`src/verilog/rx_cfg_pkg.sv`:
```
`default_nettype none
package rx_cfg_pkg;
  localparam int ADDR_W = 8;
  localparam int DATA_W = 32;
  // register indices; byte address is four times the index
  localparam logic [7:0] IDX_POLY = 8'h11;
  localparam logic [7:0] IDX_SYNC = 8'h12;
  localparam logic [7:0] IDX_RESV = 8'h13;
  localparam logic [7:0] IDX_RSSI = 8'h14;
  localparam logic [7:0] IDX_OOK = 8'h15;
  localparam logic [7:0] IDX_PAT3 = 8'h16;
  localparam logic [7:0] IDX_PAT2 = 8'h17;
  localparam logic [7:0] IDX_PAT1 = 8'h18;
  localparam logic [7:0] IDX_PAT0 = 8'h19;
  localparam logic [7:0] IDX_FILL = 8'h1A;
  localparam logic [7:0] IDX_MATCH = 8'h1B;
  localparam logic [7:0] RST_POLY = 8'h38;
  localparam logic [7:0] RST_SYNC = 8'h18;
  localparam logic [7:0] RST_RESV = 8'h07;
  localparam logic [7:0] RST_OOK = 8'h00;
  localparam logic [7:0] RST_PAT = 8'h00;
  localparam logic [7:0] RST_FILL = 8'h00;
  localparam int POLY_CODE_LSB = 4;
  localparam int SYNC_FILTER_BIT = 7;
  localparam int SYNC_BSYNC_DIS_BIT = 6;
  localparam int SYNC_RECOG_BIT = 5;
  localparam int SYNC_LEN_LSB = 3;
  localparam int SYNC_TOL_LSB = 1;
  localparam int OOK_STEP_LSB = 5;
  localparam int OOK_RATE_LSB = 2;
  localparam int OOK_CUT_LSB = 0;
  localparam int FILL_MANUAL_BIT = 0;
  localparam int FILL_START_BIT = 1;
  localparam logic [1:0] CUT_LOW = 2'h3;
  localparam logic [1:0] CUT_HIGH = 2'h0;
  localparam logic [31:0] UNMAPPED_DATA = 32'h0000_0000;
endpackage
`default_nettype wire

```
`src/verilog/rx_sync_ook_config_regs.sv`:
```
`default_nettype none
// Functional notes
// [RL1] upper polyphase nibble sets centre, default 0011
// [RL2] host keeps reserved low nibble non-zero
// [RL3] bit7 polyphase filter on, OOK receive only
// [RL4] bit6 set disables bit synchronizer
// [RL5] bit5 enables pattern recognition, off at reset
// [RL6] bits4-3 select 8/16/24/32 bit pattern
// [RL7] bits2-1 tolerated bit errors 0..3
// [RL8] host leaves sync bit0 at zero
// [RL9] host keeps reserved register non-zero
// [RL10] strength readout read-only, 0.55 dB steps
// [RL11] software computes 0.55 times value minus 118.5
// [RL12] strength shows live measurement, no reset value
// [RL13] bits7-5 select OOK threshold step size
// [RL14] bits4-2 select OOK threshold decrement rate
// [RL15] bits1-0 averaging cutoff; 01/10 not allowed
// [RL16] pattern bytes 31:24, 23:16 at 0x16, 0x17
// [RL17] pattern bytes 15:8, 7:0 at 0x18, 0x19
// [RL18] automatic fill starts FIFO loading on match
// [RL19] match when errors within tolerance over length
// [RL20] writable fields reset to defaults, read back
module rx_sync_ook_config_regs
  import rx_cfg_pkg::*;
(
  input  wire logic                      clock,
  input  wire logic                      rst_b,
  input  wire logic [rx_cfg_pkg::ADDR_W-1:0] address,
  input  wire logic                      read,
  input  wire logic                      write,
  input  wire logic [3:0]                byteenable,
  input  wire logic [rx_cfg_pkg::DATA_W-1:0] writedata,
  output logic      [rx_cfg_pkg::DATA_W-1:0] readdata,
  output logic                           waitrequest,
  input  wire logic [7:0]                signal_strength_in,
  input  wire logic                      rx_bit_valid,
  input  wire logic                      rx_bit,
  input  wire logic                      ook_receive,
  input  wire logic                      buffered_mode,
  output logic      [3:0]                polyphase_centre_code,
  output logic                           polyphase_filter_on,
  output logic                           bit_synchronizer_disable,
  output logic      [2:0]                ook_threshold_step,
  output logic      [2:0]                ook_threshold_rate,
  output logic      [1:0]                ook_average_cutoff,
  output logic                           pattern_match,
  output logic                           fifo_fill_active
);
  import rx_cfg_pkg::*;

  logic [7:0] polyphase_filter_config_reg;
  logic [7:0] sync_control_reg;
  logic [7:0] reserved_nonzero_reg;
  logic [7:0] ook_threshold_config_reg;
  logic [7:0] sync_pattern_byte3_reg;
  logic [7:0] sync_pattern_byte2_reg;
  logic [7:0] sync_pattern_byte1_reg;
  logic [7:0] sync_pattern_byte0_reg;
  logic [7:0] fill_control_reg;
  logic [7:0] strength_meta_reg;
  logic [7:0] strength_sync_reg;
  logic       ook_receive_meta_reg;
  logic       ook_receive_reg;
  logic       buffered_meta_reg;
  logic       buffered_reg;
  logic       bit_valid_meta_reg;
  logic       bit_valid_sync_reg;
  logic       bit_meta_reg;
  logic       bit_sync_reg;
  logic       bit_valid_prev_reg;
  logic       bit_strobe;
  logic       match_pulse;
  logic       match_seen_reg;
  logic       answered_reg;
  logic       access;
  logic       wr_take;
  logic       fill_start_req;
  logic [5:0] index;
  logic [7:0] read_byte;
  logic [31:0] pattern;

  assign access = (read || write) && !answered_reg;
  assign wr_take = write && answered_reg;
  assign index = address[7:2];
  assign pattern = {sync_pattern_byte3_reg, sync_pattern_byte2_reg,
                    sync_pattern_byte1_reg, sync_pattern_byte0_reg};

  // one wait cycle per access; answer on the second edge
  always_ff @(posedge clock) begin
    if (!rst_b) begin
      answered_reg <= 1'b0;
      waitrequest <= 1'b1;
    end else begin
      answered_reg <= access;
      waitrequest <= !access;
    end
  end

  // external pins pass two flip-flops
  always_ff @(posedge clock) begin
    if (!rst_b) begin
      ook_receive_meta_reg <= 1'b0;
      ook_receive_reg <= 1'b0;
      buffered_meta_reg <= 1'b0;
      buffered_reg <= 1'b0;
      bit_valid_meta_reg <= 1'b0;
      bit_valid_sync_reg <= 1'b0;
      bit_meta_reg <= 1'b0;
      bit_sync_reg <= 1'b0;
      bit_valid_prev_reg <= 1'b0;
    end else begin
      ook_receive_meta_reg <= ook_receive;
      ook_receive_reg <= ook_receive_meta_reg;
      buffered_meta_reg <= buffered_mode;
      buffered_reg <= buffered_meta_reg;
      bit_valid_meta_reg <= rx_bit_valid;
      bit_valid_sync_reg <= bit_valid_meta_reg;
      bit_meta_reg <= rx_bit;
      bit_sync_reg <= bit_meta_reg;
      bit_valid_prev_reg <= bit_valid_sync_reg;
    end
  end

  assign bit_strobe = bit_valid_sync_reg && !bit_valid_prev_reg;

  // live measurement, never reset
  always_ff @(posedge clock) begin
    strength_meta_reg <= signal_strength_in;
    strength_sync_reg <= strength_meta_reg; // [RL12]
  end

  always_ff @(posedge clock) begin
    if (!rst_b) begin
      polyphase_filter_config_reg <= RST_POLY; // [RL1] [RL20]
      sync_control_reg <= RST_SYNC; // [RL5] [RL6] [RL7]
      reserved_nonzero_reg <= RST_RESV;
      ook_threshold_config_reg <= RST_OOK;
      sync_pattern_byte3_reg <= RST_PAT; // [RL16]
      sync_pattern_byte2_reg <= RST_PAT;
      sync_pattern_byte1_reg <= RST_PAT; // [RL17]
      sync_pattern_byte0_reg <= RST_PAT;
    end else if (wr_take && byteenable[0]) begin
      if (index == IDX_POLY[5:0]) begin
        polyphase_filter_config_reg <= writedata[7:0];
      end else if (index == IDX_SYNC[5:0]) begin
        sync_control_reg <= writedata[7:0];
      end else if (index == IDX_RESV[5:0]) begin
        reserved_nonzero_reg <= writedata[7:0];
      end else if (index == IDX_OOK[5:0]) begin
        ook_threshold_config_reg <= writedata[7:0];
      end else if (index == IDX_PAT3[5:0]) begin
        sync_pattern_byte3_reg <= writedata[7:0]; // [RL16]
      end else if (index == IDX_PAT2[5:0]) begin
        sync_pattern_byte2_reg <= writedata[7:0];
      end else if (index == IDX_PAT1[5:0]) begin
        sync_pattern_byte1_reg <= writedata[7:0]; // [RL17]
      end else if (index == IDX_PAT0[5:0]) begin
        sync_pattern_byte0_reg <= writedata[7:0];
      end
    end
  end

  assign fill_start_req = wr_take && byteenable[0] && (index == IDX_FILL[5:0])
                          && writedata[FILL_START_BIT];

  // bit0 manual fill, bit1 fill status; match sets win over clears
  always_ff @(posedge clock) begin
    if (!rst_b) begin
      fill_control_reg <= RST_FILL;
    end else begin
      if (wr_take && byteenable[0] && index == IDX_FILL[5:0]) begin
        fill_control_reg[FILL_MANUAL_BIT] <= writedata[FILL_MANUAL_BIT];
      end
      if (buffered_reg && !fill_control_reg[FILL_MANUAL_BIT] && match_pulse) begin
        fill_control_reg[FILL_START_BIT] <= 1'b1; // [RL18]
      end else if (fill_control_reg[FILL_MANUAL_BIT] && fill_start_req) begin
        fill_control_reg[FILL_START_BIT] <= 1'b1;
      end else if (wr_take && byteenable[0] && index == IDX_FILL[5:0]) begin
        fill_control_reg[FILL_START_BIT] <= 1'b0;
      end
    end
  end

  pattern_matcher u_matcher (
    .clock         (clock),
    .rst_b         (rst_b),
    .enable        (sync_control_reg[SYNC_RECOG_BIT]), // [RL5]
    .bit_valid     (bit_strobe),
    .bit_in        (bit_sync_reg),
    .length_select (sync_control_reg[SYNC_LEN_LSB +: 2]), // [RL6]
    .tolerance     (sync_control_reg[SYNC_TOL_LSB +: 2]), // [RL7]
    .pattern       (pattern),
    .match         (match_pulse)
  );

  always_ff @(posedge clock) begin
    if (!rst_b) begin
      match_seen_reg <= 1'b0;
    end else if (match_pulse) begin
      match_seen_reg <= 1'b1;
    end else if (wr_take && index == IDX_MATCH[5:0] && byteenable[0] && writedata[0]) begin
      match_seen_reg <= 1'b0;
    end
  end

  always_comb begin
    if (index == IDX_POLY[5:0]) begin
      read_byte = polyphase_filter_config_reg;
    end else if (index == IDX_SYNC[5:0]) begin
      read_byte = sync_control_reg;
    end else if (index == IDX_RESV[5:0]) begin
      read_byte = reserved_nonzero_reg;
    end else if (index == IDX_RSSI[5:0]) begin
      read_byte = strength_sync_reg; // [RL10]
    end else if (index == IDX_OOK[5:0]) begin
      read_byte = ook_threshold_config_reg;
    end else if (index == IDX_PAT3[5:0]) begin
      read_byte = sync_pattern_byte3_reg;
    end else if (index == IDX_PAT2[5:0]) begin
      read_byte = sync_pattern_byte2_reg;
    end else if (index == IDX_PAT1[5:0]) begin
      read_byte = sync_pattern_byte1_reg;
    end else if (index == IDX_PAT0[5:0]) begin
      read_byte = sync_pattern_byte0_reg;
    end else if (index == IDX_FILL[5:0]) begin
      read_byte = fill_control_reg;
    end else if (index == IDX_MATCH[5:0]) begin
      read_byte = {7'h00, match_seen_reg};
    end else begin
      read_byte = UNMAPPED_DATA[7:0];
    end
  end

  always_ff @(posedge clock) begin
    if (!rst_b) begin
      readdata <= UNMAPPED_DATA;
    end else if (read && !answered_reg) begin
      readdata <= {24'h00_0000, read_byte}; // [RL20]
    end
  end

  always_ff @(posedge clock) begin
    if (!rst_b) begin
      polyphase_centre_code <= RST_POLY[7:4];
      polyphase_filter_on <= 1'b0;
      bit_synchronizer_disable <= 1'b0;
      ook_threshold_step <= 3'h0;
      ook_threshold_rate <= 3'h0;
      ook_average_cutoff <= CUT_HIGH;
      pattern_match <= 1'b0;
      fifo_fill_active <= 1'b0;
    end else begin
      polyphase_centre_code <= polyphase_filter_config_reg[POLY_CODE_LSB +: 4]; // [RL1]
      polyphase_filter_on <= sync_control_reg[SYNC_FILTER_BIT] && ook_receive_reg; // [RL3]
      bit_synchronizer_disable <= sync_control_reg[SYNC_BSYNC_DIS_BIT]; // [RL4]
      ook_threshold_step <= ook_threshold_config_reg[OOK_STEP_LSB +: 3]; // [RL13]
      ook_threshold_rate <= ook_threshold_config_reg[OOK_RATE_LSB +: 3]; // [RL14]
      // reserved cut-off codes fall back to the default
      if (ook_threshold_config_reg[OOK_CUT_LSB +: 2] == CUT_LOW) begin
        ook_average_cutoff <= CUT_LOW; // [RL15]
      end else begin
        ook_average_cutoff <= CUT_HIGH;
      end
      pattern_match <= match_pulse;
      fifo_fill_active <= fill_control_reg[FILL_START_BIT] && buffered_reg;
    end
  end
endmodule
`default_nettype wire

```
`src/verilog/pattern_matcher.sv`:
```
`default_nettype none
module pattern_matcher
  import rx_cfg_pkg::*;
(
  input  wire logic        clock,
  input  wire logic        rst_b,
  input  wire logic        enable,
  input  wire logic        bit_valid,
  input  wire logic        bit_in,
  input  wire logic [1:0]  length_select,
  input  wire logic [1:0]  tolerance,
  input  wire logic [31:0] pattern,
  output logic             match
);
  logic [31:0] shift_reg;
  logic [31:0] window;
  logic [31:0] diff;
  logic [31:0] mask;
  logic [5:0]  errors;

  always_ff @(posedge clock) begin
    if (!rst_b) begin
      shift_reg <= 32'h0000_0000;
    end else if (bit_valid) begin
      shift_reg <= {shift_reg[30:0], bit_in};
    end
  end

  // newest n bits, the arriving one included, against the top n pattern bits
  always_comb begin
    window = {shift_reg[30:0], bit_in};
    case (length_select)
      2'h0: mask = 32'h0000_00FF;
      2'h1: mask = 32'h0000_FFFF;
      2'h2: mask = 32'h00FF_FFFF;
      default: mask = 32'hFFFF_FFFF;
    endcase
    case (length_select)
      2'h0: diff = (window ^ {24'h00_0000, pattern[31:24]}) & mask;
      2'h1: diff = (window ^ {16'h0000, pattern[31:16]}) & mask;
      2'h2: diff = (window ^ {8'h00, pattern[31:8]}) & mask;
      default: diff = (window ^ pattern) & mask;
    endcase
    errors = 6'h00;
    for (int i = 0; i < 32; i++) begin
      errors = errors + {5'h00, diff[i]};
    end
  end

  always_ff @(posedge clock) begin
    if (!rst_b) begin
      match <= 1'b0;
    end else begin
      match <= enable && bit_valid && (errors <= {4'h0, tolerance}); // [RL19]
    end
  end
endmodule
`default_nettype wire

```
`config.mk`:
```
export PLATFORM = sky130hd
export DESIGN_NAME = rx_sync_ook_config_regs
export DESIGN_NICKNAME = d
export VERILOG_FILES = /design/src/verilog/rx_cfg_pkg.sv /design/src/verilog/rx_sync_ook_config_regs.sv /design/src/verilog/pattern_matcher.sv
export SDC_FILE = /design/constraint.sdc
export NUM_CORES = 1
export LEC_CHECK = 0
export BUFFER_PORTS_ARGS = -buffer_cell sky130_fd_sc_hd__buf_2
export CORE_ASPECT_RATIO = 0.75
export CORE_MARGIN = 1.5
export CORE_UTILIZATION = 32
export CTS_BUF_LIST = sky130_fd_sc_hd__clkbuf_2 sky130_fd_sc_hd__clkbuf_4 sky130_fd_sc_hd__clkbuf_8
export DETAILED_ROUTE_END_ITERATION = 12
export PLACE_DENSITY = 0.57
export SYNTH_ARGS = -nofsm -noshare
export SYNTH_HDL_FRONTEND = slang
export SYNTH_SLANG_ARGS = --single-unit
```
`constraint.sdc`:
```
create_clock -name clock -period 10.13 [get_ports clock]
set_clock_uncertainty 0.15 [all_clocks]
set_input_delay 2.026 -clock clock [delete_from_list [all_inputs] [get_ports clock]]
set_output_delay 2.026 -clock clock [all_outputs]
set_load 0.05 [all_outputs]
```
-- Yosys cells after proc, flatten, opt, wreduce, memory -nomap -nowiden
Index checks and enable logic that the tools add are counted.
- $add $sub $neg: 31
- order comparisons: 1
- equality and inequality tests: 14
- mux-type cells: 19
- bitwise gates (word level): 15
- reduce and logical (&&, ||, !) cells: 33
- operators with widths (cell ; count):
    32-bit case mux with 3 select lines ; 2
    6-bit by 1-bit adder with 6-bit output ; 30
    32-bit AND ; 4
    8-bit 2-to-1 mux ; 9
    6-bit by 5-bit == test with 1-bit output (second input constant) ; 11
    32-bit by 16-bit bitwise XOR with 32-bit output ; 1
    32-bit by 24-bit bitwise XOR with 32-bit output ; 1
    32-bit bitwise XOR ; 1
    32-bit by 8-bit bitwise XOR with 32-bit output ; 1
    1-bit logical AND ; 17
    9-bit AND reduction ; 1
    8-bit AND reduction ; 1
    1-bit inverter ; 7
    7-bit AND reduction ; 1
    6-bit by 2-bit <= comparator with 1-bit output ; 1
    1-bit 2-to-1 mux ; 6
    6-bit AND reduction ; 1
    5-bit AND reduction ; 1
    2-bit == test (second input constant) ; 2
    1-bit logical NOT ; 4
    2-bit 2-to-1 mux ; 2
    4-bit AND reduction ; 1
    3-bit AND reduction ; 1
    3-bit nonzero test ; 1
    other kinds (6) ; 6
- flip-flop bits (word level): 150
- input bits: 60
- output and inout bits: 49
- word-level logic and storage cells: 148

-- Depth between registers and ports, before layout
- word-level depth: 37
- mapped depth: 21
- mapped depth without buffers: 19

-- Hierarchy
A second synthesis with hierarchy kept.
- cells, all modules: 797
- area, all modules: 7902.6 µm²
- modules (own cells, without submodules) (module ; times used ; cells an instance ; area an instance (µm²) ; seq. area each (µm²)):
    rx_sync_ook_config_regs ; 1 ; 516 ; 4997.3 ; 2342.2
    pattern_matcher ; 1 ; 281 ; 2905.3 ; 640.6

-- Worst setup path before layout
No wires, ideal clock.
- kind: register to register
- start point: reg sync_control_reg[3]
- end point: reg u_matcher.match
- library setup time: 0.086 ns
- arrival: 6.311 ns
- required time: 9.894 ns
- path slack: 3.584 ns
- stages on the path, launching flop included: 22
- buffers on the path: 3
- clock period less this slack: 6.546 ns
- path through: dfxtp_1 clkbuf_1 buf_2 clkbuf_1 mux2i_1 xnor2_1 nand2_1 fa_1 inv_1 fa_1 fa_1 fa_1 fa_1 fa_1 inv_1 fa_1 inv_1 fa_1 ha_1 a21oi_1 a21oi_1 a211oi_1
- longest elaborated chain between the ends: 35
- elaborated cells on any way between the ends: 42
- classes of those cells: add/sub (31); order compare (1); eq/ne (2); mux (2); bitwise (4); reduce/logical (2)
- RTL lines (element ; RTL line ; RTL):
    start: declaration ; rx_sync_ook_config_regs.sv:52 ; logic [7:0] sync_control_reg;
    start signal: assignment ; rx_sync_ook_config_regs.sv:146 ; sync_control_reg <= writedata[7:0];
    2-bit == test, or another cell as far along ; pattern_matcher.sv:32, pattern_matcher.sv:38 ;
    32-bit case mux with 3 select lines * ; pattern_matcher.sv:38 ; case (length_select)
    1-bit by 1-bit adder with 2-bit output ; pattern_matcher.sv:46 ; errors = errors + {5'h00, diff[i]};
    6-bit by 1-bit adder with 6-bit output (29 in a row) ; pattern_matcher.sv:46 ;
    6-bit by 1-bit adder with 6-bit output * ; pattern_matcher.sv:46 ;
    6-bit by 2-bit <= comparator with 1-bit output * ; pattern_matcher.sv:54 ; match <= enable && bit_valid && (errors <= {4'h0, tolerance});
    1-bit logical AND * ; pattern_matcher.sv:54 ;
    end signal: assignment ; pattern_matcher.sv:54 ;
    end: declaration ; pattern_matcher.sv:13 ; output logic match
Mark *: on every way between the ends. The rest lies on a longest branch, timed or not.
A chain may end at the register's enable or synchronous reset.

-- Worst setup path in the final report
Same ends and word-level chain as after synthesis.

==> metrics.yaml <==
outcome:
  status: "finished clean"
routing:
  drtAntennaViolNets: 0
  wire_per_inst_um: 17.34
  route.detailed.drc: 0
  viasPerCell: 4.971
  vias: 5687
  dr.pass1.iters: 5
  drt-total-wl_um: 19840
  drt_iter0_drc: 530
clocking:
  clockRootBuffer: "clkbuf_8"
  cts_tree: "built"
  numCtsBuffers: 17
  cts_setup_buffers: 0
  worstSkewPairLatency_ns: 0.47
  clockBufferDepth: 2
  h-tree-depth: 4
  ctsResizeCount: 0
  path_clk_slew_ns: 0.10
  cts.sinks: 149
  ctsHoldBuffers: 0
yosys:
  synth_ff_type: "dfxtp_1"
  synth-edff-count: 0
  ys_seq_area_frac: 0.3937
  syn_area_sq_um: 7576
  yosysTopAreaCell: "dfxtp_1"
  synthTopCellsByArea: "dfxtp_1 (39%), mux2i_1 (12%), fa_1 (6.3%)"
  syn_inst: 805
  synthTopCellsByCount: "dfxtp_1 (149), nand2_1 (95), mux2i_1 (89), nor2_1 (73), a21oi_1 (43)"
  avgSynthCellArea_sq_um: 9.411
  yosysUniqueCellTypes: 61
  yosysWarnings: 0
  synthMostInstantiatedCell: "dfxtp_1"
  synth_top_area_share: 0.3937
  async_flop_share: 0
  ys_seq_elements: 149
timing:
  period_minus_slack_ns: 7.157
  holdWs_ns: 0.1837
  slew_headroom: 0.2697
  fmax_mhz: 139.7
  maxSlewViolCount: 0
  finalSetupTns_ns: 0
  finalHoldViolCount: 0
  fin_crit_sh: 0.7065
  setup_viol: 0
  rsz0062_at_grt: "no"
  max_slew.worst_pin.slew_ns: 1.090
global_routing:
  grtUsageMet3: 0.03295
  grt-ovfl-total: 0
  grt_util_met1: 0.2603
  top_usage_layer: "met1"
  grt_pass1_vias: 5184
  grt_usage: 0.1648
  antenna_found_initial: 0
  use_met2: 0.2179
  grt_pass1_wl_um: 30620
  grt_max_degree: 53
worst_setup_path:
  endpoint: "u_matcher.match$_SDFF_PN0_"
  critPathRequiredTime_ns: 10.36
  worst_setup_path_start_kind: "register"
  reg2reg_from: "sync_control_reg[3]$_SDFFE_PN1P_"
  worstSetupStartpoint: "sync_control_reg[3]$_SDFFE_PN1P_"
  r2r_end: "u_matcher.match$_SDFF_PN0_"
  cp.arrival_ns: 7.39
  crit_type: "reg -> reg"
  ff2ff_path_depth: 19
  end_kind: "register"
  crit_fanout: 32
  reg2reg_slack_ns: 2.97
final_layout:
  largest_reg_flops: 31
  design_area_sq_um: 8344
  num-fill-cells: 2389
  diodes: 0
  finalNetCount: 925
  drive_above_1_share: 0.1434
  areaGrowthSynthToFinish_pct: 10.14
floorplan:
  fp.dieW_um: 180.7
  io_pins: 109
  die_y_um: 136.3
  fp.coreArea_sq_um: 23120
  start_util: 0.3277
  die_area_sq_um: 24620
  num_rows: 48
placement:
  dp.final_hpwl_um: 14240
  io_buffers: 55
  dpl_cell_area_sq_um: 7958
  routabilityCongestion: 0.8239
flow_run:
  drv_cap: 0
power_and_ir_drop:
  peakVddDrop_mv: 0.08727
  power_uw: 1137
  p_per_area_nw_per_um2: 136.3
  p_leak_uw: 0.003409
hold_path:
  hold_path_class: "reg -> reg"
==> worst min path at each step <==
stage,startpoint,depth (start not counted),end
6_report,strength_meta_reg[4]$_DFF_P_,0,strength_sync_reg[4]$_DFF_P_
5_1_grt,strength_meta_reg[2]$_DFF_P_,0,strength_sync_reg[2]$_DFF_P_
4_1_cts,strength_meta_reg[2]$_DFF_P_,0,strength_sync_reg[2]$_DFF_P_
3_5_place_dp,strength_meta_reg[2]$_DFF_P_,0,strength_sync_reg[2]$_DFF_P_
3_3_place_gp,strength_meta_reg[2]$_DFF_P_,0,strength_sync_reg[2]$_DFF_P_
2_1_floorplan,strength_meta_reg[0]$_DFF_P_,0,strength_sync_reg[0]$_DFF_P_
==> worst max-delay path, stage by stage (launching register included) <==
cell and delay [ns]:
dfxtp_2 0.97, mux4_2 0.61, xor2_1 0.16, ha_1 0.28, inv_1 0.05, fa_1 0.53
inv_1 0.05, fa_1 0.50, fa_1 0.52, fa_1 0.52, fa_1 0.52, fa_1 0.54
inv_1 0.05, fa_1 0.42, inv_1 0.10, fa_1 0.41, ha_1 0.30, a21oi_1 0.13
a21oi_1 0.05, a211oi_1 0.19
==> power by group <==
part / internal [uW] / switching, uW / leakage [uW]
Sequential: 592 / 3.26 / 0.00121
Clock: 185 / 272 / 0.000193
Combinational: 18.6 / 66.5 / 0.00201
Total: 795 / 342 / 0.00341
==> per-stage QoR <==
stage / util / setup WS [ns] / cells
final: 0.3609 / 2.973 / 1144
after global routing: 0.3609 / 2.573 / 1144
after CTS: 0.3609 / 2.899 / 1144
after detailed placement: 0.3442 / 2.936 / 1112
after global placement: 0.3442 / 2.927 / 1112
after floorplan: - / 3.584 / 828
==> layout by cell type, fill, tap and decap left out, types with 6 or more instances in the layout <==
| master | count |
|---|---|
| a211oi_1 | 6 |
| a21oi_1 | 43 |
| and2_1 | 22 |
| buf_2 | 55 |
| buf_4 | 7 |
| clkbuf_8 | 17 |
| conb_1 | 24 |
| dfxtp_1 | 148 |
| fa_1 | 24 |
| ha_1 | 10 |
| inv_1 | 38 |
| mux2i_1 | 89 |
| mux4_2 | 9 |
| nand2_1 | 95 |
| nand2b_1 | 8 |
| nand3_1 | 14 |
| nand3b_1 | 7 |
| nor2_1 | 73 |
| nor3_1 | 8 |
| o21ai_0 | 21 |
| xnor2_1 | 32 |
| xor2_1 | 8 |
==> logic make-up after synthesis <==
logic type                 Yosys count  share of synthesized area
DFF                                149                     0.3937
buffers and inverters              117                    0.07366
other                                1                  0.0004950
and+or+nand+nor                    254                     0.1650
xor gates and xnor gates            40                    0.04624
AOI/OAI and AO/OA                  107                    0.08919
muxes                              103                     0.1518
adders and majority gates           34                    0.07993
==> final cells by class <==
class                           count  area, sq um  share of cell area
Multi-Input combinational cell    562         4124              0.4942
Sequential cell                   149         2984              0.3576
Clock inverter                     15        152.6             0.01829
Inverter                           39        146.4             0.01754
Timing Repair Buffer               62        327.8             0.03929
Tap cell                          300        375.4             0.04498
Clock buffer                       17        234.0             0.02804
==> per-layer routing <==
metal,up-vias,routed length [um]
li1,2736,-
met1,2790,10950
met2,146,7758
met3,15,926
met4,0,206
met5,-,0
Power figures use the tool's default switching activity.
